===== src/hdl/mcr_map.vh =====
/*
 Register offsets, field positions and timing counts for the misc control bank.
 Assumes a 40 MHz system clock standing in for the oscillator clock.
*/
`ifndef MCR_MAP_VH
`define MCR_MAP_VH
`define MCR_OFF_CTRL_ONE 8'h20
`define MCR_OFF_CTRL_TWO 8'h40
`define MCR_OFF_IRQ_STAT 8'h60
`define MCR_OFF_IRQ_MASK 8'h64
`define MCR_RESET_VAL 8'h00
`define MCR_SENS_HI_MSB 7
`define MCR_SENS_HI_LSB 6
`define MCR_CLK_OUT_BIT 5
`define MCR_SENS_LO_MSB 4
`define MCR_SENS_LO_LSB 3
`define MCR_PRESC_MSB 2
`define MCR_PRESC_LSB 1
`define MCR_SLOW_BIT 0
`define MCR_POL_A_BIT 7
`define MCR_POL_B_BIT 6
`define MCR_BEEP_MSB 5
`define MCR_BEEP_LSB 4
`define MCR_TOP_EDGE_BIT 3
`define MCR_TOP_EN_BIT 2
`define MCR_SS_MODE_BIT 1
`define MCR_SS_INT_BIT 0
`define MCR_OSC_HZ 40000000
`define MCR_BEEP_2K_HZ 2000
`define MCR_BEEP_HALF_2K ((`MCR_OSC_HZ / `MCR_BEEP_2K_HZ) / 2)
`endif


===== src/hdl/mcr_misc_control.v =====
/*
 Misc control register bank: two 8-bit control registers, interrupt status and
 mask, external interrupt sensitivity, clock prescaler, clock out, beep, top-level
 interrupt and slave-select steering, on an AHB-Lite slave.
 Assumes pins arrive asynchronously and cpu level / halt inputs are synchronous.
*/
// The AHB-Lite slave port was decided locally.
`include "mcr_map.vh"
`default_nettype none
//Contract
//- Both control registers reset to zero
//- High field sets lines two, three sensitivity
//- Low field sets lines zero, one sensitivity
//- Port A polarity inverts line zero
//- Port B polarity inverts line two
//- Sensitivity writes only at interrupt level three
//- Clock out drives osc/2 on pin zero
//- Clock out suspended during active halt
//- Slow mode prescaler divides 4/8/16/32
//- Normal mode cpu clock is osc/2
//- Beep field gives 2k/1k/500 Hz
//- Beep keeps running in active halt
//- Top edge writable only while disabled
//- Top enable gates top pin detection
//- Clearing top enable may raise spurious interrupt
//- Slave select from pin or internal bit
//- Event needs pin configured and unmasked
module mcr_misc_control (
   input wire clock,
   input wire reset_n,
   input wire hsel,
   input wire [31:0] haddr,
   input wire [1:0] htrans,
   input wire hwrite,
   input wire [2:0] hsize,
   input wire [31:0] hwdata,
   input wire hready,
   output wire [31:0] hrdata,
   output wire hreadyout,
   output wire hresp,
   input wire irq_level_bit_high,
   input wire irq_level_bit_low,
   input wire cpu_irq_mask,
   input wire active_halt,
   input wire [3:0] ext_irq_pins,
   input wire [3:0] ext_irq_config_ok,
   input wire top_level_irq_pin,
   input wire spi_ss_pin,
   output reg [3:0] ext_irq_req,
   output reg top_irq_req,
   output reg cpu_clock_enable,
   output reg port_f_pin_zero,
   output reg port_f_pin_zero_alt,
   output reg port_f_pin_one,
   output reg port_f_pin_one_alt,
   output reg spi_ss_level,
   output reg port_c_pin_seven_free,
   output wire irq
);
   reg [7:0] misc_control_one;
   reg [7:0] misc_control_two;
   reg [5:0] irq_stat;
   reg [5:0] irq_mask;
   reg ph_write;
   reg ph_read;
   reg [7:0] ph_addr;
   reg [31:0] rdata;
   reg [3:0] sync_a;
   reg [3:0] sync_b;
   reg [3:0] sync_c;
   reg [3:0] pin_level;
   reg [2:0] top_sync;
   reg top_level;
   reg top_en_prev;
   reg [2:0] ss_sync;
   reg ss_level;
   reg [4:0] cpu_div;
   reg osc_half;
   reg [15:0] beep_cnt;
   reg [1:0] beep_oct;
   reg [3:0] ev;
   reg top_ev;
   reg [2:0] top_edge_sel;
   reg [3:0] pin_next;
   reg [3:0] ev_rise;
   reg [3:0] ev_fall;
   reg [5:0] next_stat;
   integer i;
   wire level3 = irq_level_bit_high & irq_level_bit_low;
   wire addr_take = hsel & hready & htrans[1];
   wire [1:0] sens_hi = misc_control_one[`MCR_SENS_HI_MSB:`MCR_SENS_HI_LSB];
   wire [1:0] sens_lo = misc_control_one[`MCR_SENS_LO_MSB:`MCR_SENS_LO_LSB];
   wire [1:0] presc = misc_control_one[`MCR_PRESC_MSB:`MCR_PRESC_LSB];
   wire [1:0] beep_sel = misc_control_two[`MCR_BEEP_MSB:`MCR_BEEP_LSB];
   wire top_en = misc_control_two[`MCR_TOP_EN_BIT];
   localparam [31:0] beep_half_word = `MCR_BEEP_HALF_2K;
   wire [15:0] beep_half = beep_half_word[15:0];

   assign hreadyout = 1'b1;
   assign hresp = 1'b0;
   assign hrdata = rdata;
   assign irq = |(irq_stat & irq_mask);

   // Bus address phase capture; data phase next cycle, zero wait states
   always @(posedge clock)
   begin
      if (!reset_n)
      begin
         ph_write <= 1'b0;
         ph_read <= 1'b0;
         ph_addr <= 8'h00;
      end
      else
      begin
         ph_write <= addr_take & hwrite;
         ph_read <= addr_take & ~hwrite;
         ph_addr <= haddr[7:0];
      end
   end

   always @(posedge clock)
   begin
      if (!reset_n)
         rdata <= 32'h00000000;
      else if (addr_take & ~hwrite)
      begin
         case (haddr[7:0])
            `MCR_OFF_CTRL_ONE: rdata <= {24'h000000, misc_control_one};
            `MCR_OFF_CTRL_TWO: rdata <= {24'h000000, misc_control_two};
            `MCR_OFF_IRQ_STAT: rdata <= {26'h0000000, irq_stat};
            `MCR_OFF_IRQ_MASK: rdata <= {26'h0000000, irq_mask};
            default: rdata <= 32'h00000000;
         endcase
      end
   end

   always @(posedge clock)
   begin
      if (!reset_n)
      begin
         misc_control_one <= `MCR_RESET_VAL;
         misc_control_two <= `MCR_RESET_VAL;
         irq_mask <= 6'h00;
      end
      else if (ph_write)
      begin
         case (ph_addr)
            `MCR_OFF_CTRL_ONE:
            begin
               misc_control_one[`MCR_CLK_OUT_BIT] <= hwdata[`MCR_CLK_OUT_BIT];
               misc_control_one[`MCR_PRESC_MSB:`MCR_SLOW_BIT] <= hwdata[2:0];
               if (level3)
               begin
                  misc_control_one[7:6] <= hwdata[7:6];
                  misc_control_one[4:3] <= hwdata[4:3];
               end
            end
            `MCR_OFF_CTRL_TWO:
            begin
               misc_control_two[7:4] <= hwdata[7:4];
               misc_control_two[2:0] <= hwdata[2:0];
               // Edge is judged against the enable held before this write
               if (!top_en)
                  misc_control_two[`MCR_TOP_EDGE_BIT] <= hwdata[`MCR_TOP_EDGE_BIT];
            end
            `MCR_OFF_IRQ_MASK: irq_mask <= hwdata[5:0];
            default: irq_mask <= irq_mask;
         endcase
      end
   end

   // Three-stage synchronisers; a change counts when stages two and three agree
   always @(posedge clock)
   begin
      if (!reset_n)
      begin
         sync_a <= 4'hf;
         sync_b <= 4'hf;
         sync_c <= 4'hf;
         pin_level <= 4'hf;
         top_sync <= 3'b000;
         top_level <= 1'b0;
         ss_sync <= 3'b111;
         ss_level <= 1'b1;
      end
      else
      begin
         // Raw slave-select pin is asynchronous too
         ss_sync <= {ss_sync[1:0], spi_ss_pin};
         if (ss_sync[1] == ss_sync[2])
            ss_level <= ss_sync[2];
         sync_a <= ext_irq_pins;
         sync_b <= sync_a;
         sync_c <= sync_b;
         pin_level <= pin_next;
         top_sync <= {top_sync[1:0], top_level_irq_pin};
         if (top_sync[1] == top_sync[2])
            top_level <= top_sync[2];
      end
   end

   // Line 0 and 1 use the low field, 2 and 3 the high field
   always @*
   begin
      for (i = 0; i < 4; i = i + 1)
      begin
         pin_next[i] = (sync_b[i] == sync_c[i]) ? sync_c[i] : pin_level[i];
         ev_rise[i] = pin_next[i] & ~pin_level[i];
         ev_fall[i] = ~pin_next[i] & pin_level[i];
      end
      ev[0] = 1'b0;
      ev[1] = 1'b0;
      ev[2] = 1'b0;
      ev[3] = 1'b0;
      case (sens_lo)
         2'b00: ev[1] = ev_fall[1] | ~pin_level[1];
         2'b01: ev[1] = ev_rise[1];
         2'b10: ev[1] = ev_fall[1];
         default: ev[1] = ev_rise[1] | ev_fall[1];
      endcase
      case (sens_hi)
         2'b00: ev[3] = ev_fall[3] | ~pin_level[3];
         2'b01: ev[3] = ev_rise[3];
         2'b10: ev[3] = ev_fall[3];
         default: ev[3] = ev_rise[3] | ev_fall[3];
      endcase
      if (misc_control_two[`MCR_POL_A_BIT])
      begin
         case (sens_lo)
            2'b00: ev[0] = ev_rise[0] | pin_level[0];
            2'b01: ev[0] = ev_fall[0];
            2'b10: ev[0] = ev_rise[0];
            default: ev[0] = ev_rise[0] | ev_fall[0];
         endcase
      end
      else
      begin
         case (sens_lo)
            2'b00: ev[0] = ev_fall[0] | ~pin_level[0];
            2'b01: ev[0] = ev_rise[0];
            2'b10: ev[0] = ev_fall[0];
            default: ev[0] = ev_rise[0] | ev_fall[0];
         endcase
      end
      if (misc_control_two[`MCR_POL_B_BIT])
      begin
         case (sens_hi)
            2'b00: ev[2] = ev_rise[2] | pin_level[2];
            2'b01: ev[2] = ev_fall[2];
            2'b10: ev[2] = ev_rise[2];
            default: ev[2] = ev_rise[2] | ev_fall[2];
         endcase
      end
      else
      begin
         case (sens_hi)
            2'b00: ev[2] = ev_fall[2] | ~pin_level[2];
            2'b01: ev[2] = ev_rise[2];
            2'b10: ev[2] = ev_fall[2];
            default: ev[2] = ev_rise[2] | ev_fall[2];
         endcase
      end
      ev = ev & ext_irq_config_ok;
      top_edge_sel = {top_sync[1] == top_sync[2], top_sync[2], top_level};
      // Edge on the debounced level; the level itself updates the same cycle
      top_ev = top_edge_sel[2] & (top_edge_sel[1] != top_edge_sel[0])
               & (top_edge_sel[1] == misc_control_two[`MCR_TOP_EDGE_BIT]);
      // Disable edge is reported, not hidden
      top_ev = (top_ev & top_en) | (top_en_prev & ~top_en);
      next_stat = irq_stat;
      if (ph_write && ph_addr == `MCR_OFF_IRQ_STAT)
         next_stat = irq_stat & ~hwdata[5:0];
      // Set wins over a same-cycle clear
      next_stat = next_stat | {top_ev, ev[3], ev[2], ev[1], ev[0], 1'b0};
   end

   always @(posedge clock)
   begin
      if (!reset_n)
      begin
         ext_irq_req <= 4'h0;
         top_irq_req <= 1'b0;
         top_en_prev <= 1'b0;
         irq_stat <= 6'h00;
      end
      else
      begin
         ext_irq_req <= cpu_irq_mask ? 4'h0 : ev;
         top_irq_req <= top_ev;
         top_en_prev <= top_en;
         irq_stat <= next_stat;
      end
   end

   // Clock generation: osc/2 toggle, prescaler, beep divider
   always @(posedge clock)
   begin
      if (!reset_n)
      begin
         cpu_div <= 5'h00;
         osc_half <= 1'b0;
         cpu_clock_enable <= 1'b0;
         beep_cnt <= 16'h0000;
         beep_oct <= 2'b00;
         port_f_pin_zero <= 1'b0;
         port_f_pin_zero_alt <= 1'b0;
         port_f_pin_one <= 1'b0;
         port_f_pin_one_alt <= 1'b0;
         spi_ss_level <= 1'b1;
         port_c_pin_seven_free <= 1'b0;
      end
      else
      begin
         osc_half <= ~osc_half;
         cpu_div <= cpu_div + 5'h01;
         if (!misc_control_one[`MCR_SLOW_BIT])
            cpu_clock_enable <= cpu_div[0];
         else
         begin
            case (presc)
               2'b00: cpu_clock_enable <= &cpu_div[1:0];
               2'b10: cpu_clock_enable <= &cpu_div[2:0];
               2'b01: cpu_clock_enable <= &cpu_div[3:0];
               default: cpu_clock_enable <= &cpu_div[4:0];
            endcase
         end
         port_f_pin_zero_alt <= misc_control_one[`MCR_CLK_OUT_BIT];
         // Pin held low in active halt to save power
         port_f_pin_zero <= misc_control_one[`MCR_CLK_OUT_BIT] & ~active_halt
                            & osc_half;
         // Beep ignores active halt; software must turn it off
         port_f_pin_one_alt <= |beep_sel;
         if (beep_sel == 2'b00)
         begin
            beep_cnt <= 16'h0000;
            beep_oct <= 2'b00;
            port_f_pin_one <= 1'b0;
         end
         else if (beep_cnt >= beep_half - 16'h0001)
         begin
            beep_cnt <= 16'h0000;
            beep_oct <= beep_oct + 2'b01;
            case (beep_sel)
               2'b01: port_f_pin_one <= ~port_f_pin_one;
               2'b10: port_f_pin_one <= beep_oct[0] ? ~port_f_pin_one : port_f_pin_one;
               default: port_f_pin_one <= (&beep_oct) ? ~port_f_pin_one : port_f_pin_one;
            endcase
         end
         else
            beep_cnt <= beep_cnt + 16'h0001;
         spi_ss_level <= misc_control_two[`MCR_SS_MODE_BIT] ?
                         misc_control_two[`MCR_SS_INT_BIT] : ss_level;
         port_c_pin_seven_free <= misc_control_two[`MCR_SS_MODE_BIT];
      end
   end
endmodule // mcr_misc_control
`default_nettype wire


===== config.mk =====
export PLATFORM = sky130hd
export DESIGN_NAME = mcr_misc_control
export DESIGN_NICKNAME = d
export VERILOG_FILES = /design/src/hdl/mcr_misc_control.v
export VERILOG_INCLUDE_DIRS = /design/src /design/src/hdl
export SDC_FILE = /design/constraint.sdc
export NUM_CORES = 1
export LEC_CHECK = 0
export BUFFER_PORTS_ARGS = -buffer_cell sky130_fd_sc_hd__buf_2
export CORE_MARGIN = 1.5
export CORE_UTILIZATION = 50
export CTS_CLUSTER_SIZE = 20
export DETAILED_ROUTE_END_ITERATION = 6
export PLACE_DENSITY_LB_ADDON = 0.25
export REMOVE_ABC_BUFFERS = 1
export SYNTH_ARGS = -nofsm -noshare
export SYNTH_HDL_FRONTEND = slang
export SYNTH_SLANG_ARGS = --single-unit

===== constraint.sdc =====
create_clock -name clock -period 3.1 [get_ports clock]
set_input_delay 0.31 -clock clock [delete_from_list [all_inputs] [get_ports clock]]
set_output_delay 0.31 -clock clock [all_outputs]
set_load 0.01 [all_outputs]

==> out/metrics.yaml <==
run_status:
  status: "complete, no violations"
synthesis:
  syn_area_um2: 4506
  asyncSetResetFlopFracSynth_pct: 0
  ys_ff_latch: 106
  synth.top_cell.area_share_pct: 47.10
  synth_cell_types: 57
  yosys_warnings: 0
  syn_area_per_cell_um2: 9.526
  synth_edf_count: 0
  synth_top_cell_by_area: "dfxtp_1"
  yosys-top-cells-area: "dfxtp_1, mux2i_1, buf_4"
  syn-instance-count: 473
  synth_common_cells: "dfxtp_1, nor2_1, nand2_1"
  ys_seq_area_share_pct: 47.10
  synth.most_common_cell: "dfxtp_1"
  synth-main-ff-cell: "dfxtp_1"
die:
  die_area_um2: 9589
  rows: 34
  ios: 135
  start_util_pct: 51.66
  die_y_um: 97.93
  die_x_um: 97.93
  core_area_um2: 8721
placed_design:
  dp_hpwl_um: 6229
  gp_congestion: 0.7817
  io_buffers: 56
  place_ws_ps: 1200
clock_tree:
  clk_pin_slew_worst_paths_ps: 90
  cts_tree: "yes"
  cts_resized: 0
  cts_max_level: 3
  postCtsSetupBuffers: 0
  cts_root_buf: "clkbuf_8"
  clkLatencyLatePin_ps: 360
  cts_inserted_buffers: 9
  hold_buffers: 0
  cts.sinks: 106
  clockBufferDepth: 2
global_routing:
  grt_antenna_before_repair: 0
  grt_max_degree: 42
  first_global_vias: 3140
  grt_pass1_wl_um: 14840
  grt.overflow.total: 0
  groute.usage.overall_pct: 19.03
drt:
  wirelength_um: 8634
  drc_errors: 0
  drtAntennaViolNets: 0
  drt_iter0_markers: 124
  vias: 3252
  drt-pass1-iter-count: 4
  wl_per_cell_um: 13.47
  via_per_inst: 5.073
timing:
  timing.final.ws_setup_ps: 1199
  rsz0062_at_grt: "false"
  hold_viol: 0
  fin_setup_tns_ps: 0
  final.period_utilization_pct: 61.32
  fmax_ghz: 0.5261
  drv_slew: 0
  max_slew_margin_pct: 53.04
  clock_skew_ps: 8.497
  layout_min_cycle_time_ps: 1901
  max_slew.worst_pin.slew_ps: 699.0
  setup_viol: 0
run:
  maxCapViolCount: 0
critical_path:
  required_ps: 3380
  end_kind: "register"
  cp.arrival_ps: 2180
  crit_fanout: 8
  startpoint_type: "register"
  criticalPathCategory: "register to register"
final_layout:
  diodes: 0
  finalNetCount: 629
  fillers: 763
  drive_above_1_share_pct: 18.20
  area_growth_pct: 10.66
  final_util_pct: 57.17
pwr:
  ir_drop_uv: 304.0
  p_total_mw: 2.349
  power.density_nw_per_um2: 471.0
  p_leak_nw: 2.072
min_path:
  hold_class: "input port to register"
## area by class of cell
cell class              instances  area [µm²]  share of cell area [%]
inverters                      11       41.29                  0.8281
multi-input cells             340        2181                   43.74
repair buffers                 60       310.3                   6.223
clock buffers                  12       145.1                   2.911
clock inverters                 4       51.30                   1.029
well taps                     108       135.1                   2.710
flip-flops and latches        106        2122                   42.56
## layout by cell type (no fill, tap or decap), types with 4 or more instances in the layout
cell	count
a21boi_0	8
a21oi_1	17
a22oi_1	11
and2_1	21
and3_1	8
buf_2	56
buf_4	4
clkbuf_8	10
conb_1	28
dfxtp_1	106
ha_1	13
inv_1	11
mux2_2	7
mux2i_1	20
nand2_1	29
nand2b_1	17
nand3_1	13
nor2_1	37
nor2b_1	25
nor3_1	4
o211ai_1	4
o21a_1	4
o21ai_0	22
xnor2_1	5
xor2_1	8
## worst max-delay path: stages (launching register included)
cell and delay (ps):
dfxtp_1 320, nor4_1 490, nand4b_2 390, nor2_2 390, nand3_1 130, o21ai_0 100
## cell families (layout without fill, tap and decap cells)
kind of cell / Yosys count / count (layout) / synth area share, %
XOR/XNOR: 13 / 13 / 2.527
multiplexers: 28 / 28 / 6.693
buffers and inverters: 53 / 87 / 6.665
AND/OR/NAND/NOR: 174 / 174 / 20.99
adder cells (fa/ha/maj): 14 / 14 / 3.832
AO/OA/AOI/OAI: 83 / 83 / 12.03
other: 2 / 28 / 0.1667
flip-flops: 106 / 106 / 47.10
## power breakdown
part           internal (mW)  switching [mW]
combinational         0.0459          0.0664
clock                  0.397           0.444
sequential              1.38          0.0124
total                   1.83           0.523
## routing by layer
| layer | global-route usage, % | routed length (µm) | up-vias |
|---|---|---|---|
| met1 | 24.41 | 4067 | 1503 |
| met5 | 0 | 0 | - |
| li1 | - | - | 1672 |
| met2 | 32.15 | 4159 | 69 |
| met3 | 4.152 | 323 | 8 |
| met4 | 5.714 | 85 | 0 |
## state kept, by name, summed over array words and instances, names as in the netlist, 2 cells and up
signal            flops
beep_cnt             16
hrdata                8
misc_control_one      8
misc_control_two      8
ph_addr               8
irq_mask              6
irq_stat              6
cpu_div               5
ext_irq_req           4
pin_level             4
sync_a                4
sync_b                4
sync_c                4
ss_sync               3
top_sync              3
beep_oct              2
## per-stage QoR
stage	cell area, µm²	hold WS (ps)	instances
final	4986	128.3	641
after global routing	4986	99.94	641
after CTS	4986	113.7	641
after detailed placement	4790	394.0	625
after global placement	4790	393.9	625
after floorplan	4344	371.9	457
## worst paths after layout
check             depth (start not counted)  slack, ps  startpoint             endpoint
setup reg to reg                          5       1200  ph_addr[1]  misc_control_one[3]
setup / recovery                          5       1200  ph_addr[1]  misc_control_one[3]
hold reg to reg                           1        410   sync_a[1]            sync_b[1]
hold / removal                            2        130  spi_ss_pin           ss_sync[0]
Note: power is estimated with default switching activity, not from simulation.
